--- config.mk ---
export PLATFORM = sky130hd
export DESIGN_NAME = step_seq
export DESIGN_NICKNAME = d
export VERILOG_FILES = /design/src/step_seq_pkg.sv /design/src/step_seq.sv
export SDC_FILE = /design/constraint.sdc
export NUM_CORES = 1
export LEC_CHECK = 0
export BUFFER_PORTS_ARGS = -buffer_cell sky130_fd_sc_hd__buf_2
export CORE_MARGIN = 2
export CORE_UTILIZATION = 40
export CTS_BUF_LIST = sky130_fd_sc_hd__clkbuf_8
export DETAILED_ROUTE_END_ITERATION = 7
export GPL_ROUTABILITY_DRIVEN = 0
export GPL_TIMING_DRIVEN = 1
export PLACE_DENSITY = 0.61
export SKIP_CTS_REPAIR_TIMING = 1
export SLEW_MARGIN = 20
export SYNTH_ARGS = -nofsm -noshare
export SYNTH_HDL_FRONTEND = slang
export SYNTH_SLANG_ARGS = --single-unit
--- constraint.sdc ---
create_clock -name i_ref_clk -period 3.13 [get_ports i_ref_clk]
set_clock_uncertainty 0.15 [all_clocks]
set_input_delay 0.4695 -clock i_ref_clk [delete_from_list [all_inputs] [get_ports i_ref_clk]]
set_output_delay 0.4695 -clock i_ref_clk [all_outputs]
set_load 0.02 [all_outputs]
--- src/step_seq_pkg.sv ---
/*
 * constants for the internal position step sequencer: register map, option
 * field positions, reset values and dwell timing.
 * assumes a 20 MHz reference clock and a 32-bit apb register bus.
 */
package step_seq_pkg;
    localparam int unsigned CLK_HZ = 20000000;
    localparam int unsigned DWELL_UNIT_MS = 50;
    localparam int unsigned DWELL_UNIT_CYCLES = (CLK_HZ / 1000) * DWELL_UNIT_MS;
    localparam int unsigned START_DELAY_MS = 50;
    localparam int unsigned START_DELAY_CYCLES = (CLK_HZ / 1000) * START_DELAY_MS;

    localparam int STEP_COUNT = 16;
    localparam int STEP_W = 4;
    localparam int PARAM_W = 16;

    // dwell times occupy one word each from offset 0
    localparam logic [7:0] DWELL_BASE_ADDR = 8'h00;
    localparam logic [7:0] SPARE_ADDR = 8'h40;
    localparam logic [7:0] RUN_OPTIONS_ADDR = 8'h44;
    localparam logic [7:0] FIRST_STEP_ADDR = 8'h48;
    localparam logic [7:0] LAST_STEP_ADDR = 8'h4c;
    localparam logic [7:0] STATUS_ADDR = 8'h50;

    // run option digits
    localparam int OPER_LSB = 0;
    localparam int STEP_MODE_LSB = 4;
    localparam int INPUT_MODE_LSB = 8;
    localparam int PROG_MODE_LSB = 12;
    localparam int DIGIT_W = 4;

    localparam logic [PARAM_W-1:0] DWELL_RESET = 16'h0000;
    localparam logic [PARAM_W-1:0] RUN_OPTIONS_RESET = 16'h0000;
    localparam logic [STEP_W-1:0] FIRST_STEP_RESET = 4'h0;
    localparam logic [STEP_W-1:0] LAST_STEP_RESET = 4'hf;

    // status word layout
    localparam int ST_STEP_LSB = 0;
    localparam int ST_RUN_BIT = 4;
    localparam int ST_DWELL_BIT = 5;
    localparam int ST_DONE_BIT = 6;
    localparam int ST_SEARCH_BIT = 7;
endpackage

--- src/step_seq.sv ---
/*
 * internal position step sequencer with apb register access.
 * assumes synchronous inputs from the host's digital command pins, a motion
 * engine that pulses i_motion_done when a step's move completes, and a
 * single 20 MHz clock with asynchronous active-low reset.
 */
// Implementation choices: the register offsets and the APB slave port.
//
// Behaviour
// - each of sixteen steps dwells its own setting times 50 ms after motion
// - options 0 cyclic, 1 single; positive limit starts, negative limit searches
// - options 2 cyclic, 3 single; negative limit starts, positive limit searches
// - step mode 0: timed advance, no start signal, starts after servo-on delay
// - step mode 1: step-change input advances, no start, pulses never halted by it
// - step mode 2: timed advance, start needed, drop halts, reset returns to start
// - step mode 3: input advance, start needed, drop halts, reset returns to start
// - step-change input is level sensitive for setting 0, edge sensitive for 1
// - programme runs from selectable first step through selectable last step
`timescale 1ns/1ps
module step_seq #(
    parameter int unsigned DWELL_UNIT_CYCLES = step_seq_pkg::DWELL_UNIT_CYCLES,
    parameter int unsigned START_DELAY_CYCLES = step_seq_pkg::START_DELAY_CYCLES
) (
    input wire logic i_ref_clk,
    input wire logic i_reset_n,
    input wire logic i_psel,
    input wire logic i_penable,
    input wire logic i_pwrite,
    input wire logic [7:0] i_paddr,
    input wire logic [31:0] i_pwdata,
    output logic [31:0] o_prdata,
    output logic o_pready,
    output logic o_pslverr,
    input wire logic i_servo_on,
    input wire logic i_positive_limit_input,
    input wire logic i_negative_limit_input,
    input wire logic i_step_change_input,
    input wire logic i_seq_reset,
    input wire logic i_motion_done,
    output logic [3:0] o_step_index,
    output logic o_step_launch,
    output logic o_pulse_enable,
    output logic o_ref_search
);
    typedef enum logic [5:0] {
        ST_IDLE = 6'b000001,
        ST_START_WAIT = 6'b000010,
        ST_MOVE = 6'b000100,
        ST_DWELL = 6'b001000,
        ST_STEP_WAIT = 6'b010000,
        ST_DONE = 6'b100000
    } seq_state_e;

    seq_state_e state_q;
    logic [15:0] dwell_q [16];
    logic [15:0] options_q;
    logic [3:0] first_q;
    logic [3:0] last_q;
    logic [3:0] step_q;
    logic [15:0] units_left_q;
    logic [31:0] tick_cnt_q;
    logic step_in_prev_q;
    logic launch_q;
    logic pulse_en_q;
    logic search_q;
    logic [31:0] prdata_q;
    logic pready_q;
    logic pslverr_q;

    logic [3:0] oper;
    logic [3:0] step_mode;
    logic [3:0] input_mode;
    logic cyclic;
    logic start_sig;
    logic search_sig;
    logic need_start;
    logic input_advance;
    logic step_event;
    logic run_ok;
    logic wr_en;
    logic dwell_sel;
    logic [31:0] status_word;
    logic unit_tick;
    logic start_tick;
    logic [3:0] next_step;

    assign oper = options_q[step_seq_pkg::OPER_LSB +: step_seq_pkg::DIGIT_W];
    assign step_mode = options_q[step_seq_pkg::STEP_MODE_LSB +: step_seq_pkg::DIGIT_W];
    assign input_mode = options_q[step_seq_pkg::INPUT_MODE_LSB +: step_seq_pkg::DIGIT_W];
    // options above 3 fall back to the behaviour that their low bits select
    assign cyclic = ~oper[0];
    assign start_sig = oper[1] ? i_negative_limit_input : i_positive_limit_input;
    assign search_sig = oper[1] ? i_positive_limit_input : i_negative_limit_input;
    assign need_start = step_mode[1];
    assign input_advance = step_mode[0];
    assign step_event = input_mode[0] ? (i_step_change_input & ~step_in_prev_q) : i_step_change_input;
    assign run_ok = i_servo_on & (~need_start | start_sig) & ~(need_start & i_seq_reset);
    assign unit_tick = tick_cnt_q == DWELL_UNIT_CYCLES - 1;
    assign start_tick = tick_cnt_q == START_DELAY_CYCLES - 1;
    assign next_step = (step_q == last_q) ? first_q : step_q + 4'h1;

    assign wr_en = i_psel & i_penable & pready_q & i_pwrite;
    assign dwell_sel = i_paddr[7:6] == 2'b00 && i_paddr[1:0] == 2'b00;

    assign status_word = {24'h000000,
        search_q,
        state_q == ST_DONE,
        state_q == ST_DWELL,
        pulse_en_q,
        step_q};

    // APB: setup cycle prepares the answer so the access phase completes at once
    always_ff @(posedge i_ref_clk or negedge i_reset_n)
    begin
        if (!i_reset_n)
        begin
            prdata_q <= 32'h00000000;
            pready_q <= 1'b0;
            pslverr_q <= 1'b0;
        end
        else
        begin
            pready_q <= i_psel & ~i_penable;
            pslverr_q <= 1'b0;
            prdata_q <= 32'h00000000;
            if (i_psel && !i_penable)
            begin
                if (dwell_sel)
                begin
                    prdata_q <= {16'h0000, dwell_q[i_paddr[5:2]]};
                end
                else if (i_paddr == step_seq_pkg::RUN_OPTIONS_ADDR)
                begin
                    prdata_q <= {16'h0000, options_q};
                end
                else if (i_paddr == step_seq_pkg::FIRST_STEP_ADDR)
                begin
                    prdata_q <= {28'h0000000, first_q};
                end
                else if (i_paddr == step_seq_pkg::LAST_STEP_ADDR)
                begin
                    prdata_q <= {28'h0000000, last_q};
                end
                else if (i_paddr == step_seq_pkg::STATUS_ADDR)
                begin
                    prdata_q <= status_word;
                end
                else if (i_paddr != step_seq_pkg::SPARE_ADDR)
                begin
                    pslverr_q <= 1'b1;
                end
            end
        end
    end

    for (genvar g = 0; g < step_seq_pkg::STEP_COUNT; g++)
    begin : g_dwell
        always_ff @(posedge i_ref_clk or negedge i_reset_n)
        begin
            if (!i_reset_n)
            begin
                dwell_q[g] <= step_seq_pkg::DWELL_RESET;
            end
            else if (wr_en && dwell_sel && i_paddr[5:2] == 4'(g))
            begin
                dwell_q[g] <= i_pwdata[15:0];
            end
        end
    end

    always_ff @(posedge i_ref_clk or negedge i_reset_n)
    begin
        if (!i_reset_n)
        begin
            options_q <= step_seq_pkg::RUN_OPTIONS_RESET;
            first_q <= step_seq_pkg::FIRST_STEP_RESET;
            last_q <= step_seq_pkg::LAST_STEP_RESET;
        end
        else if (wr_en)
        begin
            if (i_paddr == step_seq_pkg::RUN_OPTIONS_ADDR)
            begin
                options_q <= i_pwdata[15:0];
            end
            if (i_paddr == step_seq_pkg::FIRST_STEP_ADDR)
            begin
                first_q <= i_pwdata[3:0];
            end
            if (i_paddr == step_seq_pkg::LAST_STEP_ADDR)
            begin
                last_q <= i_pwdata[3:0];
            end
        end
    end

    // shared cycle counter for the start delay and the dwell unit
    always_ff @(posedge i_ref_clk or negedge i_reset_n)
    begin
        if (!i_reset_n)
        begin
            tick_cnt_q <= 32'h00000000;
        end
        else if ((state_q == ST_START_WAIT && !start_tick) || (state_q == ST_DWELL && !unit_tick))
        begin
            tick_cnt_q <= tick_cnt_q + 32'h00000001;
        end
        else
        begin
            tick_cnt_q <= 32'h00000000;
        end
    end

    always_ff @(posedge i_ref_clk or negedge i_reset_n)
    begin
        if (!i_reset_n)
        begin
            step_in_prev_q <= 1'b0;
            search_q <= 1'b0;
        end
        else
        begin
            step_in_prev_q <= i_step_change_input;
            // search only commanded while the programme is not moving
            search_q <= search_sig & i_servo_on & (state_q != ST_MOVE);
        end
    end

    always_ff @(posedge i_ref_clk or negedge i_reset_n)
    begin
        if (!i_reset_n)
        begin
            state_q <= ST_IDLE;
            step_q <= step_seq_pkg::FIRST_STEP_RESET;
            units_left_q <= 16'h0000;
            launch_q <= 1'b0;
            pulse_en_q <= 1'b0;
        end
        else
        begin
            launch_q <= 1'b0;
            if (!run_ok)
            begin
                // servo off, dropped start or reset: pulses stop this edge
                state_q <= ST_IDLE;
                pulse_en_q <= 1'b0;
                step_q <= first_q;
            end
            else
            begin
                unique case (state_q)
                    ST_IDLE:
                    begin
                        step_q <= first_q;
                        state_q <= ST_START_WAIT;
                    end
                    ST_START_WAIT:
                    begin
                        if (start_tick)
                        begin
                            state_q <= ST_MOVE;
                            launch_q <= 1'b1;
                            pulse_en_q <= 1'b1;
                        end
                    end
                    ST_MOVE:
                    begin
                        // step-change input is ignored here, so motion is never cut by it
                        if (i_motion_done)
                        begin
                            pulse_en_q <= 1'b0;
                            units_left_q <= dwell_q[step_q];
                            state_q <= ST_DWELL;
                        end
                    end
                    ST_DWELL:
                    begin
                        if (units_left_q == 16'h0000)
                        begin
                            if (input_advance)
                            begin
                                state_q <= ST_STEP_WAIT;
                            end
                            else if (step_q == last_q && !cyclic)
                            begin
                                state_q <= ST_DONE;
                            end
                            else
                            begin
                                step_q <= next_step;
                                state_q <= ST_MOVE;
                                launch_q <= 1'b1;
                                pulse_en_q <= 1'b1;
                            end
                        end
                        else if (unit_tick)
                        begin
                            units_left_q <= units_left_q - 16'h0001;
                        end
                    end
                    ST_STEP_WAIT:
                    begin
                        if (step_q == last_q && !cyclic)
                        begin
                            state_q <= ST_DONE;
                        end
                        else if (step_event)
                        begin
                            step_q <= next_step;
                            state_q <= ST_MOVE;
                            launch_q <= 1'b1;
                            pulse_en_q <= 1'b1;
                        end
                    end
                    ST_DONE:
                    begin
                        state_q <= ST_DONE;
                    end
                endcase
            end
        end
    end

    assign o_prdata = prdata_q;
    assign o_pready = pready_q;
    assign o_pslverr = pslverr_q;
    assign o_step_index = step_q;
    assign o_step_launch = launch_q;
    assign o_pulse_enable = pulse_en_q;
    assign o_ref_search = search_q;
endmodule

==> flow_metrics.env <==
export IMPL_final_cell_mix="dfrtp_1 (352), mux2_2 (285), mux4_2 (147)"
export IMPL_maxSlewViolCount=0
export IMPL_syn_area_per_cell_um2=13.94
export IMPL_ys_types=73
export IMPL_synthTopCellsByArea="dfrtp_1 (47%), mux4_2 (17%), mux2_2 (17%)"
export IMPL_pre_cts_ws_ns=0.1283
export IMPL_peakVddDrop_uv=260.4
export IMPL_drc=8
export IMPL_die_area_um2=49160
export IMPL_min_path_type="in -> reg"
export IMPL_worstMarginPinSlew_ns=0.7164
export IMPL_grt_usage_pct=20.94
export IMPL_violations="DRC, hold timing"
export IMPL_crit_required_ns=3.52
export IMPL_finalWirelength_um=50280
export IMPL_layout_commonest_cell="dfrtp_1"
export IMPL_fin_crit_sh_pct=87.18
export IMPL_maxCapViolCount=0
export IMPL_fin_crit_ns=2.729
export IMPL_drtPass1Iterations=8
export IMPL_cts_tree="done"
export IMPL_hold_slack_ns=-0.0008507
export IMPL_fp_row_count=79
export IMPL_final_cells=2114
export IMPL_finalSetupTns_ns=0
export IMPL_rsz0062_at_grt="no"
export IMPL_postRouteAntennaNets=0
export IMPL_clkLatencyLatePin_ns=0.67
export IMPL_core_um2=46650
export IMPL_synth_seq_cells=360
export IMPL_crit_arrival_ns=3.12
export IMPL_fmax_mhz=366.5
export IMPL_dpl_hpwl_um=33370
export IMPL_worstHoldStart="i_negative_limit_input"
export IMPL_grt_max_degree=87
export IMPL_cts_reportedPaths_clkPinSlew_ns=0.06
export IMPL_crit_path_max_incr_delay_ns=0.63
export IMPL_die_h_um=221.7
export IMPL_finalHoldViolCount=1
export IMPL_fin_ws_ns=0.4013
export IMPL_async_flop_share_pct=100.0
export IMPL_portBuffers=59
export IMPL_drt_iter0_markers=951
export IMPL_gr_total_overflow=0
export IMPL_n_fill_cell=4130
export IMPL_cts_sinks=360
export IMPL_clock_root_buffer="clkbuf_8"
export IMPL_r2r_start="o_step_index[0]$_DFFE_PN0P_"
export IMPL_grt_pass1_vias=13010
export IMPL_clockBufferDepth=3
export IMPL_cp_end_kind="register"
export IMPL_vias_per_cell=5.808
export IMPL_setup_viol=0
export IMPL_path_class="reg -> reg"
export IMPL_synth_area_um2=18960
export IMPL_crit_path_start="o_step_index[0]$_DFFE_PN0P_"
export IMPL_die_w_um=221.7
export IMPL_synth_area_leader_cell="dfrtp_1"
export IMPL_ys_flop_type="dfrtp_1"
export IMPL_crit_fanout=15
export IMPL_p_total_mw=9.489
export IMPL_cp_depth=7
export IMPL_leakage_nw=9.763
export IMPL_nets=1513
export IMPL_synth_top_cell_area_share_pct=46.86
export IMPL_synth_edf_count=0
export IMPL_syn_to_final_growth_pct=13.93
export IMPL_yosysSeqAreaShare_pct=47.55
export IMPL_yosysWarnings=0
export IMPL_drive_gt1_share_pct=46.55
export IMPL_r2r_cells=7
export IMPL_relSlewSlack_pct=51.80
export IMPL_netlist_instances=1360
export IMPL_hold_depth=3
export IMPL_start_util_pct=40.64
export IMPL_num_vias=12280
export IMPL_critPathTopFamily="simple AND/OR/NAND/NOR gates"
export IMPL_status="complete, but fails checks"
export IMPL_crit_chain="buf_4 -> xor2_1 -> nor4_1 -> nand3_1 -> a31oi_2 -> nor3_1 -> a211o_1"
export IMPL_p_per_area_nw_per_um2=439.3
export IMPL_path_buf_inv=1
export IMPL_antenna_found_initial=5
export IMPL_slowest_stage="dfrtp_4"
export IMPL_io_pins=92
export IMPL_grt_pass1_wl_um=79050
export IMPL_cts_htree_levels=2
export IMPL_start_kind="register"
export IMPL_routedWlPerCell_um=23.78
export IMPL_dp_cells=2000
export IMPL_numCtsBuffers=59
-- per-stage QoR --
step	instance area (µm²)	utilization [%]	hold slack [ns]
6_report	21600	46.30	-0.0008507
5_1_grt	21600	46.30	0.01153
4_1_cts	21560	46.21	-0.3667
3_5_place_dp	20310	43.53	0.3297
3_3_place_gp	20310	43.53	0.3233
2_1_floorplan	19020	-	0.02391
-- area by class of cell --
| type | count | area (µm²) | share of cell area, % |
|---|---|---|---|
| clock buffer | 82 | 1129 | 5.225 |
| clock inverter | 27 | 121.4 | 0.5619 |
| inverter | 11 | 41.29 | 0.1911 |
| timing repair buffer | 142 | 1156 | 5.352 |
| multi-input combinational | 884 | 9370 | 43.38 |
| sequential | 360 | 9021 | 41.76 |
| tap | 607 | 759.5 | 3.516 |
| antenna | 1 | 2.502 | 0.01158 |
-- cell usage after synthesis, types with 8 or more instances --
| master | instances |
|---|---|
| nor3_1 | 22 |
| o21ai_0 | 21 |
| mux2_2 | 285 |
| a22oi_1 | 9 |
| buf_1 | 14 |
| mux4_2 | 147 |
| o21ai_1 | 9 |
| mux2i_1 | 16 |
| clkbuf_1 | 50 |
| or3_1 | 8 |
| xor2_1 | 18 |
| inv_1 | 11 |
| nand3_1 | 17 |
| a21oi_1 | 23 |
| nor2_2 | 10 |
| nor2_1 | 75 |
| buf_4 | 26 |
| nand4_1 | 11 |
| dfrtp_1 | 355 |
| nor2b_1 | 8 |
| nand2b_1 | 9 |
| a211oi_1 | 9 |
| nand2_1 | 40 |
| xnor2_1 | 12 |
| buf_2 | 28 |
| a31oi_1 | 8 |
| and3_1 | 8 |
-- power breakdown --
part	leakage, nW	internal, mW	switching, mW
combinational	4.06	0.151	0.338
sequential	4.99	4.68	0.0234
clock	0.715	2.32	1.97
total	9.76	7.15	2.34
-- registers in the layout (all words and copies together) (netlist names), 4 cells and up --
register	count
dwell_q	256
first_q	4
last_q	4
o_prdata	16
o_step_index	4
options_q	16
state_q	6
tick_cnt_q	32
units_left_q	16
-- cell families after synthesis --
kind of cell	after synthesis	share of synthesized area (%)
and+or+nand+nor	258	7.517
muxes	453	35.53
xor gates and xnor gates	30	1.386
buffers and inverters	131	3.372
other	1	0.01978
AOI/OAI and AO/OA	123	4.362
adders and majority gates	4	0.2640
DFF	360	47.55
-- per-layer routing --
| layer | wire (µm) | GRT usage (%) | part of all wire (%) |
|---|---|---|---|
| met4 | 1234 | 6.997 | 2.5 |
| met2 | 24490 | 34.38 | 49 |
| met3 | 2695 | 4.174 | 5.4 |
| met5 | 55 | 0 | 0.11 |
| met1 | 21800 | 27.92 | 43 |
-- path summary, 6_finish.rpt --
check / end / slack [ns]
worst min-delay path: o_ref_search$_DFF_PN0_ / -0.0009
worst min register to register: tick_cnt_q[0]$_DFF_PN0_ / 0.34
max in group asynchronous: dwell_q[249]$_DFFE_PN0P_ / 1.66
worst max-delay path: o_step_index[0]$_DFFE_PN0P_ / 0.40
worst max register to register: o_step_index[0]$_DFFE_PN0P_ / 0.40
min in group asynchronous: dwell_q[224]$_DFFE_PN0P_ / 0.23
-- worst min-delay path: stages --
cell and delay, ns:
buf_2 0.10, mux2i_1 0.13, nor3b_1 0.07
No activity file was read; power rests on OpenSTA's default activity.
